--- config.mk ---
export PLATFORM = sky130hd
export DESIGN_NAME = bus_error_reporting
export DESIGN_NICKNAME = d
export VERILOG_FILES = /design/src/include/bus_error_pkg.sv /design/src/core/bus_error_reporting.sv /design/src/core/error_track_mem.sv
export SDC_FILE = /design/constraint.sdc
export NUM_CORES = 1
export LEC_CHECK = 0
export BUFFER_PORTS_ARGS = -buffer_cell sky130_fd_sc_hd__buf_2
export CAP_MARGIN = 0
export CORE_MARGIN = 4
export CORE_UTILIZATION = 25
export DETAILED_ROUTE_END_ITERATION = 8
export PLACE_DENSITY = 0.47
export REMOVE_ABC_BUFFERS = 1
export SYNTH_ARGS = -nofsm -noshare
export SYNTH_HDL_FRONTEND = slang
export SYNTH_SLANG_ARGS = --single-unit
--- constraint.sdc ---
create_clock -name mclk -period 3.9 [get_ports mclk]
set_input_delay 0.195 -clock mclk [delete_from_list [all_inputs] [get_ports mclk]]
set_output_delay 0.195 -clock mclk [all_outputs]
set_load 0.05 [all_outputs]
--- src/include/bus_error_pkg.sv ---
// Package of constants and types for the bus error reporting block.
`default_nettype none
package bus_error_pkg;
  // Memory integrity mode encodings.
  typedef enum logic [1:0] {
    INTEGRITY_NONE = 2'b00,
    INTEGRITY_CORRECT_ONLY = 2'b01,
    INTEGRITY_HW_ECC = 2'b10
  } integrity_mode_t;
  // Error command register field positions.
  localparam int unsigned ERROR_CMD_WIDTH = 2;
  localparam int unsigned ERROR_CMD_SBE_BIT = 0;
  localparam int unsigned ERROR_CMD_MBE_BIT = 1;
  // Memory word widths and repeat-error tracking memory.
  localparam int unsigned ADDR_WIDTH = 8;
  localparam int unsigned DATA_WIDTH = 64;
  localparam int unsigned SYND_WIDTH = 8;
  localparam int unsigned TRACK_DEPTH = 16;
  localparam int unsigned TRACK_IDX_WIDTH = 4;
  // Clock period and least system error pulse length.
  localparam int unsigned CLK_PERIOD_NS = 50;
  localparam int unsigned SERR_MIN_NS = 50;
  localparam int unsigned SERR_MIN_CYCLES =
    (SERR_MIN_NS + CLK_PERIOD_NS - 1) / CLK_PERIOD_NS;
  localparam logic [1:0] SERR_CNT_RESET = 2'h0;
endpackage
`default_nettype wire

--- src/core/bus_error_reporting.sv ---
// Error detection, memory correction control and system/parity error signalling.
`default_nettype none
// Notes on behaviour
// - System error line drives only while system error signalling is enabled.
// - Single-bit and multi-bit memory errors raise system error, each by its own enable.
// - Memory errors during memory initialisation are ignored.
// - Target abort on own PCI cycle gives a one-clock system error.
// - Target abort on own AGP cycle gives a one-clock system error.
// - PCI address or data parity errors may raise system error.
// - AGP address or data parity errors may raise system error.
// - Hit on invalid translation table entry may raise system error.
// - AGP master access outside aperture may raise system error.
// - Parity error line drives only while parity error signalling is enabled.
// - Integrity mode none: no memory checking and no memory reports.
// - Correcting modes report multi-bit errors as parity errors.
// - Correct-only mode corrects read data but never writes back.
// - Hardware mode corrects and writes the corrected word back.
// - Hardware mode: repeat error at written-back location reported as parity error.
module bus_error_reporting
  import bus_error_pkg::*;
#(
  parameter int unsigned AW = ADDR_WIDTH,
  parameter int unsigned DW = DATA_WIDTH
) (
  input wire logic mclk,
  input wire logic sys_rst,
  input wire logic serr_enable,
  input wire logic perr_enable,
  input wire logic [ERROR_CMD_WIDTH-1:0] error_command_reg,
  input wire integrity_mode_t integrity_mode,
  input wire logic mem_init_busy,
  input wire logic pci_parity_serr_en,
  input wire logic agp_parity_serr_en,
  input wire logic gart_serr_en,
  input wire logic agp_range_serr_en,
  input wire logic mem_rd_valid,
  input wire logic [AW-1:0] mem_rd_addr,
  input wire logic [DW-1:0] mem_rd_data,
  input wire logic mem_single_err,
  input wire logic mem_multi_err,
  input wire logic [$clog2(DW)-1:0] mem_err_bit,
  input wire logic pci_target_abort,
  input wire logic agp_target_abort,
  input wire logic pci_parity_err,
  input wire logic agp_parity_err,
  input wire logic gart_invalid_hit,
  input wire logic agp_outside_aperture,
  output logic corr_valid,
  output logic [DW-1:0] corr_data,
  output logic wb_valid,
  output logic [AW-1:0] wb_addr,
  output logic [DW-1:0] wb_data,
  output logic mem_parity_report,
  output logic serr_n_o,
  output logic serr_n_oe,
  output logic perr_n_o,
  output logic perr_n_oe
);
  logic checking;
  logic sbe_seen;
  logic mbe_seen;
  logic [DW-1:0] fixed_data;
  logic [TRACK_IDX_WIDTH-1:0] idx;
  logic [TRACK_IDX_WIDTH-1:0] idx_q;
  logic [AW-1:0] addr_q;
  logic [DW-1:0] fixed_q;
  logic sbe_q;
  logic mbe_q;
  logic stage_valid;
  logic track_valid;
  logic [AW-1:0] track_addr;
  logic repeat_hit;
  logic sbe_event;
  logic mbe_event;
  logic abort_pulse;
  logic level_event;
  logic [1:0] serr_hold;
  logic serr_active;
  logic track_wr;
  logic track_clr;
  logic sbe_cmd_event;
  logic mbe_cmd_event;
  logic pci_parity_event;
  logic agp_parity_event;
  logic gart_event;
  logic range_event;
  logic perr_active;

  assign checking = mem_rd_valid && !mem_init_busy &&
                    (integrity_mode != INTEGRITY_NONE);
  assign sbe_seen = checking && mem_single_err && !mem_multi_err;
  assign mbe_seen = checking && mem_multi_err;
  assign fixed_data = mem_rd_data ^ (DW'(1) << mem_err_bit);
  assign idx = mem_rd_addr[TRACK_IDX_WIDTH-1:0];

  error_track_mem #(
    .DEPTH(TRACK_DEPTH),
    .IDX_W(TRACK_IDX_WIDTH),
    .AW(AW)
  ) i_error_track_mem (
    .mclk(mclk),
    .sys_rst(sys_rst),
    .wr_en(track_wr),
    .clr_en(track_clr),
    .wr_idx(idx_q),
    .wr_addr(addr_q),
    .rd_idx(idx),
    .rd_valid(track_valid),
    .rd_addr(track_addr)
  );

  // Stage one read so the tracking memory lookup is available.
  always_ff @(posedge mclk) begin
    if (sys_rst) begin
      stage_valid <= 1'b0;
      sbe_q <= 1'b0;
      mbe_q <= 1'b0;
      addr_q <= '0;
      idx_q <= '0;
      fixed_q <= '0;
    end else begin
      stage_valid <= checking;
      sbe_q <= sbe_seen;
      mbe_q <= mbe_seen;
      addr_q <= mem_rd_addr;
      idx_q <= idx;
      fixed_q <= sbe_seen ? fixed_data : mem_rd_data;
    end
  end

  assign repeat_hit = track_valid && (track_addr == addr_q);
  // A repeat single-bit error after write-back is a hard error.
  assign sbe_event = stage_valid && sbe_q &&
                     !(integrity_mode == INTEGRITY_HW_ECC && repeat_hit);
  assign mbe_event = stage_valid && (mbe_q ||
                     (sbe_q && integrity_mode == INTEGRITY_HW_ECC && repeat_hit));

  // The address is remembered at the stage, while its index still stands in idx_q.
  assign track_wr = sbe_event && (integrity_mode == INTEGRITY_HW_ECC);
  // A clean read of a remembered address forgets it.
  assign track_clr = stage_valid && !sbe_q && !mbe_q && repeat_hit;

  // Corrected read data path.
  always_ff @(posedge mclk) begin
    if (sys_rst) begin
      corr_valid <= 1'b0;
      corr_data <= '0;
    end else begin
      corr_valid <= stage_valid;
      corr_data <= fixed_q;
    end
  end

  // Write-back of corrected words in hardware mode only.
  always_ff @(posedge mclk) begin
    if (sys_rst) begin
      wb_valid <= 1'b0;
      wb_addr <= '0;
      wb_data <= '0;
    end else begin
      wb_valid <= track_wr;
      wb_addr <= addr_q;
      wb_data <= fixed_q;
    end
  end

  always_ff @(posedge mclk) begin
    if (sys_rst) begin
      mem_parity_report <= 1'b0;
    end else begin
      mem_parity_report <= mbe_event;
    end
  end

  assign abort_pulse = pci_target_abort || agp_target_abort;
  assign sbe_cmd_event = sbe_event && error_command_reg[ERROR_CMD_SBE_BIT];
  assign mbe_cmd_event = mbe_event && error_command_reg[ERROR_CMD_MBE_BIT];
  assign pci_parity_event = pci_parity_err && pci_parity_serr_en;
  assign agp_parity_event = agp_parity_err && agp_parity_serr_en;
  assign gart_event = gart_invalid_hit && gart_serr_en;
  assign range_event = agp_outside_aperture && agp_range_serr_en;
  // Every enabled source other than an abort feeds the held system error request.
  assign level_event = sbe_cmd_event || mbe_cmd_event || pci_parity_event ||
                       agp_parity_event || gart_event || range_event;

  // Hold non-abort events for the least pulse length.
  always_ff @(posedge mclk) begin
    if (sys_rst) begin
      serr_hold <= SERR_CNT_RESET;
    end else if (level_event) begin
      serr_hold <= 2'(SERR_MIN_CYCLES);
    end else if (serr_hold != SERR_CNT_RESET) begin
      serr_hold <= serr_hold - 2'h1;
    end
  end

  // Aborts and the other sources pass straight through; a held count of 1 never passes the greater-than-1 compare, so it never extends the line.
  assign serr_active = serr_enable && (abort_pulse || level_event || serr_hold > 2'h1);
  always_ff @(posedge mclk) begin
    if (sys_rst) begin
      serr_n_o <= 1'b1;
      serr_n_oe <= 1'b0;
    end else begin
      serr_n_o <= !serr_active;
      serr_n_oe <= serr_active;
    end
  end

  // Parity error line reports PCI parity errors and uncorrectable memory words.
  assign perr_active = perr_enable && (pci_parity_err || mbe_event);
  always_ff @(posedge mclk) begin
    if (sys_rst) begin
      perr_n_o <= 1'b1;
      perr_n_oe <= 1'b0;
    end else begin
      perr_n_o <= !perr_active;
      perr_n_oe <= perr_active;
    end
  end

  // These check the system and parity error lines.
  AST_SERR_GATED: assert property (@(posedge mclk) disable iff (sys_rst)
    !serr_enable |=> serr_n_o && !serr_n_oe)
    else $error("system error driven while disabled");

  AST_PERR_GATED: assert property (@(posedge mclk) disable iff (sys_rst)
    !perr_enable |=> perr_n_o && !perr_n_oe)
    else $error("parity error driven while disabled");

  AST_ABORT_PULSE: assert property (@(posedge mclk) disable iff (sys_rst)
    serr_enable && pci_target_abort |=> !serr_n_o)
    else $error("abort not signalled");

  AST_AGP_ABORT: assert property (@(posedge mclk) disable iff (sys_rst)
    serr_enable && agp_target_abort |=> !serr_n_o)
    else $error("agp abort not signalled");

  AST_ABORT_ONE_CLOCK: assert property (@(posedge mclk) disable iff (sys_rst)
    abort_pulse ##1 (!abort_pulse && !level_event && serr_hold <= 2'h1) |=> serr_n_o)
    else $error("abort pulse longer than one clock");

  AST_SBE_SERR: assert property (@(posedge mclk) disable iff (sys_rst)
    serr_enable && sbe_event && error_command_reg[ERROR_CMD_SBE_BIT] |=> !serr_n_o)
    else $error("single-bit error not signalled");

  AST_MBE_SERR: assert property (@(posedge mclk) disable iff (sys_rst)
    serr_enable && mbe_event && error_command_reg[ERROR_CMD_MBE_BIT] |=> !serr_n_o)
    else $error("multi-bit error not signalled");

  AST_PCI_PARITY: assert property (@(posedge mclk) disable iff (sys_rst)
    serr_enable && pci_parity_err && pci_parity_serr_en |=> !serr_n_o)
    else $error("pci parity error not signalled");

  AST_AGP_PARITY: assert property (@(posedge mclk) disable iff (sys_rst)
    serr_enable && agp_parity_err && agp_parity_serr_en |=> !serr_n_o)
    else $error("agp parity error not signalled");

  AST_GART: assert property (@(posedge mclk) disable iff (sys_rst)
    serr_enable && gart_invalid_hit && gart_serr_en |=> !serr_n_o && serr_n_oe)
    else $error("table error not signalled");

  AST_RANGE: assert property (@(posedge mclk) disable iff (sys_rst)
    serr_enable && agp_outside_aperture && agp_range_serr_en |=> !serr_n_o)
    else $error("aperture error not signalled");

  AST_SERR_PAIR: assert property (@(posedge mclk) disable iff (sys_rst)
    serr_n_oe != serr_n_o)
    else $error("system error enable and level disagree");

  AST_RESET_CLEAR: assert property (@(posedge mclk)
    sys_rst |=> serr_n_o && perr_n_o && !wb_valid && !mem_parity_report)
    else $error("reset left an error pending");

  AST_PERR_PAIR: assert property (@(posedge mclk) disable iff (sys_rst)
    perr_n_oe != perr_n_o)
    else $error("parity error enable and level disagree");

  AST_PERR_PCI: assert property (@(posedge mclk) disable iff (sys_rst)
    perr_enable && pci_parity_err |=> !perr_n_o)
    else $error("pci parity error not on parity line");

  // These check the memory integrity path.
  AST_INIT_IGNORE: assert property (@(posedge mclk) disable iff (sys_rst)
    mem_init_busy |=> !stage_valid)
    else $error("error taken during init");

  AST_NONE_MODE: assert property (@(posedge mclk) disable iff (sys_rst)
    integrity_mode == INTEGRITY_NONE |=> !stage_valid)
    else $error("check in none mode");

  AST_NO_WB_CORRECT_ONLY: assert property (@(posedge mclk) disable iff (sys_rst)
    integrity_mode == INTEGRITY_CORRECT_ONLY |=> !wb_valid)
    else $error("write-back in correct-only");

  AST_WB_HW: assert property (@(posedge mclk) disable iff (sys_rst)
    sbe_event && integrity_mode == INTEGRITY_HW_ECC |=> wb_valid && wb_addr == $past(addr_q))
    else $error("missing write-back");

  AST_MBE_REPORT: assert property (@(posedge mclk) disable iff (sys_rst)
    mbe_event |=> mem_parity_report)
    else $error("multi-bit not reported");

  AST_REPEAT_REPORT: assert property (@(posedge mclk) disable iff (sys_rst)
    stage_valid && sbe_q && repeat_hit && integrity_mode == INTEGRITY_HW_ECC
    |=> mem_parity_report && !wb_valid)
    else $error("repeat error not reported");
endmodule
`default_nettype wire

--- src/core/error_track_mem.sv ---
// Small memory remembering addresses already written back after a single-bit error.
`default_nettype none
module error_track_mem #(
  parameter int unsigned DEPTH = 16,
  parameter int unsigned IDX_W = 4,
  parameter int unsigned AW = 8
) (
  input wire logic mclk,
  input wire logic sys_rst,
  input wire logic wr_en,
  input wire logic clr_en,
  input wire logic [IDX_W-1:0] wr_idx,
  input wire logic [AW-1:0] wr_addr,
  input wire logic [IDX_W-1:0] rd_idx,
  output logic rd_valid,
  output logic [AW-1:0] rd_addr
);
  logic [AW-1:0] tag_mem [DEPTH];
  logic [DEPTH-1:0] valid_bits;

  always_ff @(posedge mclk) begin
    if (wr_en) begin
      tag_mem[wr_idx] <= wr_addr;
    end
  end

  always_ff @(posedge mclk) begin
    if (sys_rst) begin
      valid_bits <= '0;
    end else if (wr_en) begin
      valid_bits[wr_idx] <= 1'b1;
    end else if (clr_en) begin
      valid_bits[wr_idx] <= 1'b0;
    end
  end

  always_ff @(posedge mclk) begin
    if (sys_rst) begin
      rd_valid <= 1'b0;
      rd_addr <= '0;
    end else begin
      rd_valid <= valid_bits[rd_idx];
      rd_addr <= tag_mem[rd_idx];
    end
  end
endmodule
`default_nettype wire

After elaboration in Yosys (flattened, before gate mapping):

Memories as Yosys holds them, arrays and structs flattened. A register that Yosys moved wholly into a read port is not among the register bits.
Index checks and enable logic that the tools add are counted.

* $add $sub $neg: 1
* shift operators: 1
* div/mod/pow operators: 0
* bitwise logic cells: 4
* order comparisons: 4
* multipliers: 0
* mux-type cells: 11
* eq/ne operators: 2
* reductions and logical operators: 47

Operator list (count)
* $mux 64: 1
* $shl 1x6->64 const A: 1
* $xor 64x64->64: 1
* $mux 16: 2
* $logic_and 1x1->1: 25
* $and 16x16->16: 1
* $not 16->16: 1
* $or 16x16->16: 1
* $logic_or 1x1->1: 10
* $lt 4x5->1 const B: 2
* $eq 8x8->1: 1
* $reduce_bool 2->1: 4
* $logic_not 1->1: 7
* $mux 1: 6
* $bmux 1 s4: 1
* $demux 1 s4: 1
* $ge 4x1->1 const B: 1
* $eq 2x2->1 const B: 1
* $gt 2x1->1 const B: 1
* $reduce_or 2->1: 1
* $sub 2x1->2 const B: 1

* memory bits (writable): 128
* bits in read-only memories: 0
* output and inout port bits: 143
* bits of input ports: 100
* word-level logic and storage cells: 90
* memories kept: 1
* latch bits: 0
* register bits after elaboration: 177

Memory list
* i_error_track_mem.tag_mem: depth 16, width 8, rd ports 1, clocked after memory_dff 1, wr ports 1, line error_track_mem.sv:18 `logic [AW-1:0] tag_mem [DEPTH];`

Depth between registers and ports, before layout:

Gate-level depths: netlist of the first run.

* depth in word-level cells: 15
* mapped depth: 7
* gate-level depth less buffers: 6

By module:

From an unflattened synthesis of the first run, not the netlist that was laid out.

* cell total of the unflattened synthesis: 1014
* area total of the unflattened synthesis: 12099.1 um^2

By module, submodules not included
* error_track_mem: seq. area each 4344.2 um^2, cells each 384, times used 1, area an instance 6050.8 um^2
* bus_error_reporting: seq. area each 3123.0 um^2, cells each 630, times used 1, area an instance 6048.3 um^2

Worst setup path before layout of the first run:

OpenSTA, ideal clock, no wires.

* path kind: register to register
* start: register idx_q[0]
* end: memory i_error_track_mem.tag_mem[3][0] (enable)
* data required time: 3.505 ns
* period minus slack after synthesis: 2.651 ns
* arrival: 2.256 ns
* path slack: 1.249 ns
* stages on the path, launching flop included: 8
* library setup time: 0.395 ns
* buffers on the path: 2
* path through: dfxtp_1 buf_4 xor2_2 nor4_4 nand3_1 nand2_1 buf_2 nor4_1

RTL lines
* from (decl): line bus_error_reporting.sv:64 `logic [TRACK_IDX_WIDTH-1:0] idx_q;`
* from (signal assigned): line bus_error_reporting.sv:126 `idx_q <= idx;`
* to (decl): line error_track_mem.sv:18

No word-level cell before the write port.

Worst setup path in the final report of the first run:

* start: register addr_q[4]
* end: register perr_n_oe

* word-level cells in the longest chain between the ends: 7

RTL lines
* from (decl): line bus_error_reporting.sv:65 `logic [AW-1:0] addr_q;`
* from (signal assigned): line bus_error_reporting.sv:125 `addr_q <= mem_rd_addr;`
* $eq 8x8->1: line bus_error_reporting.sv:131 `assign repeat_hit = track_valid && (track_addr == addr_q);`
* $logic_and 1x1->1: line bus_error_reporting.sv:131
* $logic_and 1x1->1: line bus_error_reporting.sv:136 `(sbe_q && integrity_mode == INTEGRITY_HW_ECC && repeat_hit));`
* $logic_or 1x1->1: line bus_error_reporting.sv:135 `assign mbe_event = stage_valid && (mbe_q ||`
* $logic_and 1x1->1: line bus_error_reporting.sv:135
* $logic_or 1x1->1: line bus_error_reporting.sv:210 `assign perr_active = perr_enable && (pci_parity_err || mbe_event);`
* $logic_and 1x1->1: line bus_error_reporting.sv:210
* to (signal assigned): line bus_error_reporting.sv:217 `perr_n_oe <= perr_active;`
* to (decl): line bus_error_reporting.sv:57 `output logic perr_n_oe`

No other way between the ends.
A chain may end at the register's enable or synchronous reset.

==> results.yml, run 1 <==
outcome:
  status: "complete, no violations"
cells_and_area:
  seq_area_um2: 7470
  final_cell_mix: "buf_2 (241), dfxtp_1 (181), edfxtp_1 (128), nor2_1 (106), nor2b_1 (92)"
  nFillCells: 4793
  final_util_pct: 32.1
  area_delta_synth_final_pct: 26.5
  drive_gt1_share_pct: 29.8
  nets: 1323
  n_antenna_cell: 0
  final_common_cell: "buf_2"
  multi_input_area_um2: 3930
critical_path:
  r2r_cells: 7
  worstSetupEndpointType: "flip-flop"
  path_depth: 7
  crit_end: "perr_n_oe"
  critical-path-slowest-cell: "dlygate4sd3_1"
  start_kind: "flip-flop"
  r2r_start: "addr_q[4]"
  critical_path_class: "reg2reg"
  r2r_slack_ns: 1.17
  timing.rr.end: "perr_n_oe"
  critical_path.max_stage_delay_ns: 0.57
  cp.required_ns: 4.34
  crit_family: "simple AND/OR/NAND/NOR gates"
  crit_start: "addr_q[4]"
  cp_num_buf_inv: 2
  arrival_ns: 3.16
  critPathMaxFanout: 18
  crit_path_cell_trace: "buf_4, xor2_1, nor4_4, and3_1, a31oi_1, a211oi_1, dlygate4sd3_1"
job:
  drv_cap: 0
routing:
  wl_per_cell_um: 17.4
  vias: 8007
  wl_um: 32400
  via_per_inst: 4.30
  drtPass1Iterations: 5
  initialDrtViolationCount: 461
  drc_errors: 0
  detail-route-antenna-nets: 0
global_routing:
  antenna_found_initial: 0
  grt_pass1_wl_um: 49600
  grt_start_max_net_pins: 76
  grt_util_all_layers_pct: 12.0
  grt-ovfl-total: 0
  grt_pass1_vias: 8206
pwr:
  powerDensity_nw_per_um2: 473
  peakVddDrop_uv: 308
  p_leak_uw: 0.00601
  finalPower_uw: 7280
sta:
  finalSetupTns_ns: 0
  hold_violations: 0
  max_freq_mhz: 367
  maxSlewViolCount: 0
  fin_hold_ws_ns: 0.0703
  period_needed_ns: 2.73
  rsz0062_at_grt: "no"
  slew_headroom_pct: 18.7
  tightest_slew_ns: 1.21
  clock_skew_ns: 0.0212
  fin_crit_sh_pct: 69.9
  setup_violations: 0
logic_synthesis:
  yosysWarnings: 0
  yosys.area.top_type: "edfxtp_1"
  synth_cells: 969
  synth-seq-cells: 309
  synth_cell_types: 45
  yosys-top-cells-area: "edfxtp_1 (32%), dfxtp_1 (30%), mux4_2 (7.6%)"
  synth.cell_area_um2: 12200
  synth_top_area_share_pct: 31.6
  seq_area_frac_synth_pct: 61.4
  syn_avg_cell_area_um2: 12.6
cts:
  cts_max_path_buffers: 3
  htree_levels: 2
  numCtsBuffers: 34
  clock_latency_ns: 0.51
  cts_sinks: 309
  clk_pin_slew_ns: 0.06
  tritoncts: "yes"
  cts-root-buf: "clkbuf_16"
floorplan:
  start_util_pct: 25.4
  die-area_um2: 52200
  core_um2: 47900
  fp-row-count: 80
  die_h_um: 229
  die_x_um: 229
  io_pins: 243
worst_hold_path:
  min-delay-start: "mem_init_busy"
  min_path_type: "in2reg"
placement:
  dpl.hpwl_um: 22300
  portBuffers: 242
  place_congestion: 0.759
==> power by group <==
group	leakage, µW	switching [µW]	internal (µW)
clock	0.000507	1280	1820
combinational	0.00268	463	245
sequential	0.00282	33.7	3440
==> Yosys cell counts (all sizes together) <==
library cell and instances:
nand2 25, nand2b 10, mux4 45, and3 3, inv 4, nor2 106, or4 4, a31oi 6
or2 2, xor2 40, and2 13, nor4 7, nor3 64, nand4b 1, o311a 1, ha 2
a211o 1, o311ai 1, clkbuf 40, o211ai 4, and4 2, a21oi 9, nand3 47, edfxtp 128
nand4 3, xnor2 33, dfxtp 181, o31a 1, o21ai 4, a211oi 1, or3 1, buf 82
nor2b 92, a41oi 4, a22oi 2
==> per-stage QoR <==
step	std cells	setup slack, ns	instance area [µm²]
global placement	1726	1.05	13600
finish	1861	1.17	15400
floorplan	847	0.753	11400
CTS	1861	1.16	15400
global route	1861	0.991	15400
detailed placement	1726	0.921	13600
==> how the worst min path moves through the flow <==
stage | endpoint | slack (ns) | cells after the start
after detailed placement | serr_n_o | 0.41 | 2
after global routing | stage_valid | 0.10 | 4
final | stage_valid | 0.07 | 4
after CTS | stage_valid | 0.04 | 4
after floorplan | flip-flop | 0.26 | 1
after global placement | serr_n_o | 0.41 | 2
==> worst min-delay path: cells and delay by family <==
kind | cells | cell delay, ns
buffers and inverters | 1 | 0.09
and+or+nand+nor | 3 | 0.23
==> what timing repair did <==
action | CTS | global route
endpoints found under the hold margin | 74 | 0
gates resized for setup | 0 | 0
buffers inserted | 0 | 0
hold buffers | 74 | 0
==> cell families (layout without fill, tap and decap cells) <==
logic type	Yosys count	count (layout)	synth area share, %
adders and majority gates	2	2	0.206
DFF	309	309	61.4
AOI/OAI and AO/OA	34	34	1.89
and+or+nand+nor	380	380	16.4
muxes	45	45	8.46
xor gates and xnor gates	73	73	5.32
buffers and inverters	126	403	6.31
==> state kept, by name (all words and copies together) (netlist names), 2 cells and up, named ones only <==
signal / count
idx_q: 3
wb_data: 64
wb_addr: 8
fixed_q: 64
serr_hold: 2
addr_q: 5
i_error_track_mem.rd_addr: 8
i_error_track_mem.tag_mem: 128
==> cell type report <==
class | count | area share, %
timing repair buffer | 338 | 13.9
clock inverter | 14 | 0.683
inverter | 4 | 0.0976
sequential | 309 | 48.5
tap | 615 | 5.00
clock buffer | 47 | 6.32
multi-input combinational | 534 | 25.5
==> per-layer routing <==
metal | vias up | track usage, % | part of all wire (%)
li1 | 3819 | - | -
met1 | 3892 | 15.7 | 44
met2 | 252 | 20.5 | 49
met3 | 44 | 2.26 | 5.2
met4 | 0 | 3.10 | 2.0
met5 | - | 0 | 0
Power figures use the tool's default switching activity.
==> run 2: changes to the inputs <==
clock period = 2.74 ns   (was 3.9 ns; I/O delays follow)
==> results.yml, run 2 (synthesis results as in run 1) <==
outcome:
  status: "complete, no violations"
floorplan:
  die_x_um: 229
  die_h_um: 229
  io_pins: 243
  die-area_um2: 52200
  fp-row-count: 80
  start_util_pct: 25.4
  core_um2: 47900
critical_path:
  critical-path-slowest-cell: "dlygate4sd3_1"
  r2r_start: "idx_q[0]"
  r2r_cells: 7
  cp.required_ns: 3.13
  critical_path.max_stage_delay_ns: 0.59
  crit_path_cell_trace: "xor2_2, nor4_4, nand3_1, buf_4, nor2_1, o311ai_0, dlygate4sd3_1"
  timing.rr.end: "serr_n_o"
  worstSetupEndpointType: "flip-flop"
  crit_family: "buffers and inverters"
  r2r_slack_ns: 0.28
  arrival_ns: 2.85
  critical_path_class: "reg2reg"
  crit_start: "idx_q[0]"
  start_kind: "flip-flop"
  cp_num_buf_inv: 2
  critPathMaxFanout: 25
sta:
  hold_violations: 0
  tightest_slew_ns: 0.912
  setup_violations: 0
  slew_headroom_pct: 39.2
  maxSlewViolCount: 0
  fin_crit_sh_pct: 89.6
  period_needed_ns: 2.46
  rsz0062_at_grt: "no"
  clock_skew_ns: 0.0167
  max_freq_mhz: 407
  finalSetupTns_ns: 0
cells_and_area:
  drive_gt1_share_pct: 30.7
  final_common_cell: "buf_2"
  final_util_pct: 32.5
  top_regs: "i_error_track_mem.tag_mem: 128 flops, fixed_q: 64 flops, wb_data: 64 flops"
  nets: 1342
  area_delta_synth_final_pct: 28.2
  top_register: "i_error_track_mem.tag_mem"
  final_cell_mix: "buf_2 (241), dfxtp_1 (181), edfxtp_1 (128), nor2_1 (106), nor2b_1 (92)"
  largest_reg_flops: 128
  n_antenna_cell: 0
global_routing:
  antenna_found_initial: 1
  grt-ovfl-total: 0
  grt_pass1_vias: 8440
  grt_pass1_wl_um: 49800
  grt_start_max_net_pins: 48
  grt_util_all_layers_pct: 12.0
pwr:
  p_leak_uw: 0.00615
  powerDensity_nw_per_um2: 675
  peakVddDrop_uv: 520
  finalPower_uw: 10500
cts:
  tritoncts: "yes"
  htree_levels: 2
  numCtsBuffers: 34
  clk_pin_slew_ns: 0.06
  postCtsSetupRepairBufs: 0
  cts_hold_buf: 77
  clock_latency_ns: 0.52
  cts_sinks: 309
  cts-root-buf: "clkbuf_16"
  post_cts_resized: 0
  cts_max_path_buffers: 3
routing:
  wl_met3_um: 1680
  via_per_inst: 4.26
  drc_errors: 0
  vias: 8014
  wl_per_cell_um: 17.1
  wl_met2_um: 15900
  drtPass1Iterations: 6
  topRoutingLayerUsed: "met5"
  initialDrtViolationCount: 343
  wl_met1_um: 13900
  detail-route-antenna-nets: 0
  wl_um: 32100
job:
  drv_cap: 0
placement:
  portBuffers: 242
  place_congestion: 0.797
  dpl.hpwl_um: 22500
worst_hold_path:
  holdPathEnd: "serr_n_oe"
  min-delay-start: "pci_target_abort"
  min_path_type: "in2reg"
  hold_path_depth: 4
run 2: cell types whose count changed in the layout (fill, tap and decap cells not counted), moves of 3 or more:
cell	previous run	this run
dlygate4sd3_1	74	77
clkinvlp_2	3	0
buf_4	22	37
clkinv_2	2	5
run 2: area by class of cell:
| cell class | instances | area [µm²] |
|---|---|---|
| clock buffer | 48 | 965 |
| tap | 615 | 769 |
| multi-input combinational | 534 | 3930 |
| clock inverter | 13 | 151 |
| inverter | 4 | 15.0 |
| sequential | 309 | 7470 |
| timing repair buffer | 357 | 2290 |
| fill | 4801 | 32400 |
run 2: tightest hold or removal path: cells and delay by family:
kind / cells / cell delay [ns]
compound gates: 2 / 0.27
buf+inv: 1 / 0.07
simple gates: 1 / 0.04
run 2: through the flow:
stage	cells	hold WS, ns	cell area [µm²]	setup WS (ns)
after floorplan	847	0.206	11400	-0.407
after global placement	1742	0.355	13700	0.289
after detailed placement	1742	0.351	13700	0.298
after CTS	1880	0.00841	15600	0.268
after global routing	1880	0.0507	15600	0.0785
final	1880	0.0461	15600	0.284
run 2: worst max path at each step:
stage | end | slack (ns) | cells after the start
after floorplan | i_error_track_mem.tag_mem[0][0] | -0.41 | 5
after global placement | i_error_track_mem.tag_mem[3][3] | 0.29 | 7
after detailed placement | i_error_track_mem.tag_mem[3][3] | 0.30 | 7
after CTS | serr_n_o | 0.27 | 7
after global routing | serr_n_o | 0.08 | 7
final | serr_n_o | 0.28 | 7
run 2: where the power goes:
part / leakage [µW] / switching [µW] / internal, µW / total, µW
clock: 0.000543 / 1820 / 2750 / 4560
sequential: 0.00282 / 49.3 / 4900 / 4950
combinational: 0.00278 / 655 / 358 / 1010
total: 0.00615 / 2520 / 8010 / 10500
run 2: metal layers:
layer	global-route usage, %	up-vias
li1	-	3858
met1	15.4	3880
met2	20.9	227
met3	2.41	47
met4	2.93	2
met5	0	-
==> run 3: changes to the inputs <==
ABC_AREA = 1   (was default)
ABC_CLOCK_PERIOD_IN_PS = 2740   (was default)
CORE_MARGIN = 2   (was 4)
==> results.yml, run 3 <==
logic_synthesis:
  syn_avg_cell_area_um2: 9.72
  synthFlopType: "dfxtp_1"
  synth_cell_types: 29
  seq_area_frac_synth_pct: 62.2
  yosys-top-cells-area: "edfxtp_1 (32%), dfxtp_1 (30%), nor2_1 (9.4%)"
  yosysWarnings: 0
  synth_most_common_cell: "nor2_1"
  synth-async-reset-ratio_pct: 0
  synth.cell_area_um2: 12000
  synth_common_cells: "nor2_1 (301), dfxtp_1 (181), edfxtp_1 (128), inv_1 (120), o21ai_0 (88)"
  synth-seq-cells: 309
  synth_cells: 1235
  synth_edf_count: 128
  synth_top_area_share_pct: 32.0
  yosys.area.top_type: "edfxtp_1"
floorplan:
  core_um2: 47500
  die-area_um2: 49800
  die_x_um: 223
  io_pins: 243
  fp-row-count: 80
  die_h_um: 223
  start_util_pct: 25.3
routing:
  wl_per_cell_um: 16.7
  wl_met3_um: 2210
  via_per_inst: 4.26
  drc_errors: 0
  drtPass1Iterations: 5
  wl_met1_um: 15800
  topRoutingLayerUsed: "met5"
  wl_met2_um: 16700
  initialDrtViolationCount: 451
  vias: 9092
  wl_um: 35700
  detail-route-antenna-nets: 0
global_routing:
  grt_pass1_vias: 9071
  grt_pass1_wl_um: 53800
  grt_start_max_net_pins: 74
  grt_util_all_layers_pct: 14.2
  grt-ovfl-total: 0
  antenna_found_initial: 2
pwr:
  p_leak_uw: 0.00647
  peakVddDrop_uv: 448
  powerDensity_nw_per_um2: 687
outcome:
  status: "complete, no violations"
cts:
  clock_latency_ns: 0.53
  numCtsBuffers: 36
  htree_levels: 2
  clk_pin_slew_ns: 0.06
  postCtsSetupRepairBufs: 0
  tritoncts: "yes"
  cts_max_path_buffers: 3
  cts-root-buf: "clkbuf_16"
  cts_sinks: 309
cells_and_area:
  seq_area_um2: 7470
  top_regs: "i_error_track_mem.tag_mem: 128 flops, fixed_q: 64 flops, wb_data: 64 flops"
  final_cell_mix: "nor2_1 (301), buf_2 (241), dfxtp_1 (181), edfxtp_1 (128), inv_1 (120)"
  final_common_cell: "nor2_1"
  multi_input_area_um2: 3340
  final_util_pct: 32.4
  nFillCells: 4841
  largest_reg_flops: 128
  nets: 1595
  n_antenna_cell: 0
  drive_gt1_share_pct: 22.5
  area_delta_synth_final_pct: 28.2
  top_register: "i_error_track_mem.tag_mem"
critical_path:
  start_kind: "flip-flop"
  crit_family: "simple AND/OR/NAND/NOR gates"
  crit_path_frequent_cell: "nand2_1"
  critical_path_class: "reg2reg"
  critical-path-slowest-cell: "dfxtp_1"
  worstSetupEndpointType: "flip-flop"
  critPathMaxFanout: 11
  cp_num_buf_inv: 4
  r2r_cells: 14
  arrival_ns: 2.85
  critical_path.max_stage_delay_ns: 0.59
  r2r_slack_ns: 0.31
  crit_path_cell_trace: "inv_2, nand2_1, nand2_1, nor2_1, nand2_1, nor2_2, nand3_1, nand3_1, nand2_1, inv_1, nand3_1, nand2_1, dlygate4sd3_1, inv_1"
  cp.required_ns: 3.16
  timing.rr.end: "serr_n_oe"
  r2r_start: "addr_q[3]"
sta:
  period_needed_ns: 2.43
  clock_skew_ns: 0.0186
  tightest_slew_ns: 0.778
  fin_crit_sh_pct: 88.6
  maxSlewViolCount: 0
  finalSetupTns_ns: 0
  setup_violations: 0
  setup_ws_ns: 0.312
  slew_headroom_pct: 47.9
  max_freq_mhz: 412
  rsz0062_at_grt: "no"
  hold_violations: 0
job:
  drv_cap: 0
worst_hold_path:
  holdPathEnd: "perr_n_o"
  min_path_type: "in2reg"
  hold_path_depth: 4
  min-delay-start: "pci_parity_err"
placement:
  portBuffers: 242
  dpl.hpwl_um: 24400
  dp_slack_ns: 0.534
  place_congestion: 0.815
run 3: worst max-delay path by stage:
stage                                                  end  slack, ns  cells past startpoint       from
after floorplan           i_error_track_mem.tag_mem[10][0]       0.78                     10   idx_q[0]
after CTS                                        serr_n_oe       0.30                     14  addr_q[3]
final                                            serr_n_oe       0.31                     14  addr_q[3]
after global placement     i_error_track_mem.tag_mem[6][3]       0.55                     12  addr_q[3]
after global routing                             serr_n_oe       0.06                     14  addr_q[3]
after detailed placement   i_error_track_mem.tag_mem[7][5]       0.53                     12  addr_q[3]
run 3: worst min-delay path, cell delays in order:
cell     delay (ns)
buf_2          0.11
inv_1          0.05
nand2_1        0.11
nand3_1        0.11
run 3: layer usage:
metal  vias up  GRT usage (%)
li1       4476              -
met2       342           23.5
met5         -              0
met1      4212           18.3
met3        60           3.04
met4         2           4.59
run 3: layout make-up:
class                   count  share of cell area, %
clock buffers              49                   6.71
clock inverters            14                  0.536
multi-input cells         675                   21.7
inverters                 126                   3.07
flip-flops and latches    309                   48.5
well taps                 615                   5.00
repair buffers            345                   14.5
run 3: report_power, final:
part / internal [µW] / switching [µW]
Sequential: 4900 / 56.8
Clock: 2650 / 1890
Combinational: 336 / 745
Total: 7890 / 2690
run 3: cell families after synthesis:
family                   after synthesis  share of synthesized area (%)
AO/OA/AOI/OAI                        176                           8.82
flip-flops                           309                           62.2
adder cells (fa/ha/maj)                2                          0.208
buffers and inverters                251                           10.1
AND/OR/NAND/NOR                      445                           14.9
XOR/XNOR                              52                           3.79
run 3: stage by stage:
stage	hold slack (ns)	instances	total power, µW	area (µm²)
after global placement	0.325	1992	6050	13500
after floorplan	0.199	1110	5610	11300
after detailed placement	0.327	1992	6060	13500
final	0.0423	2133	10600	15400
after CTS	0.00260	2133	10700	15400
after global routing	0.0434	2133	11000	15400
run 3: timing repair:
| action | in CTS | in global routing |
|---|---|---|
| hold buffers | 78 | 0 |
| hold endpoints to repair | 77 | 0 |
| resized for setup | 0 | 0 |
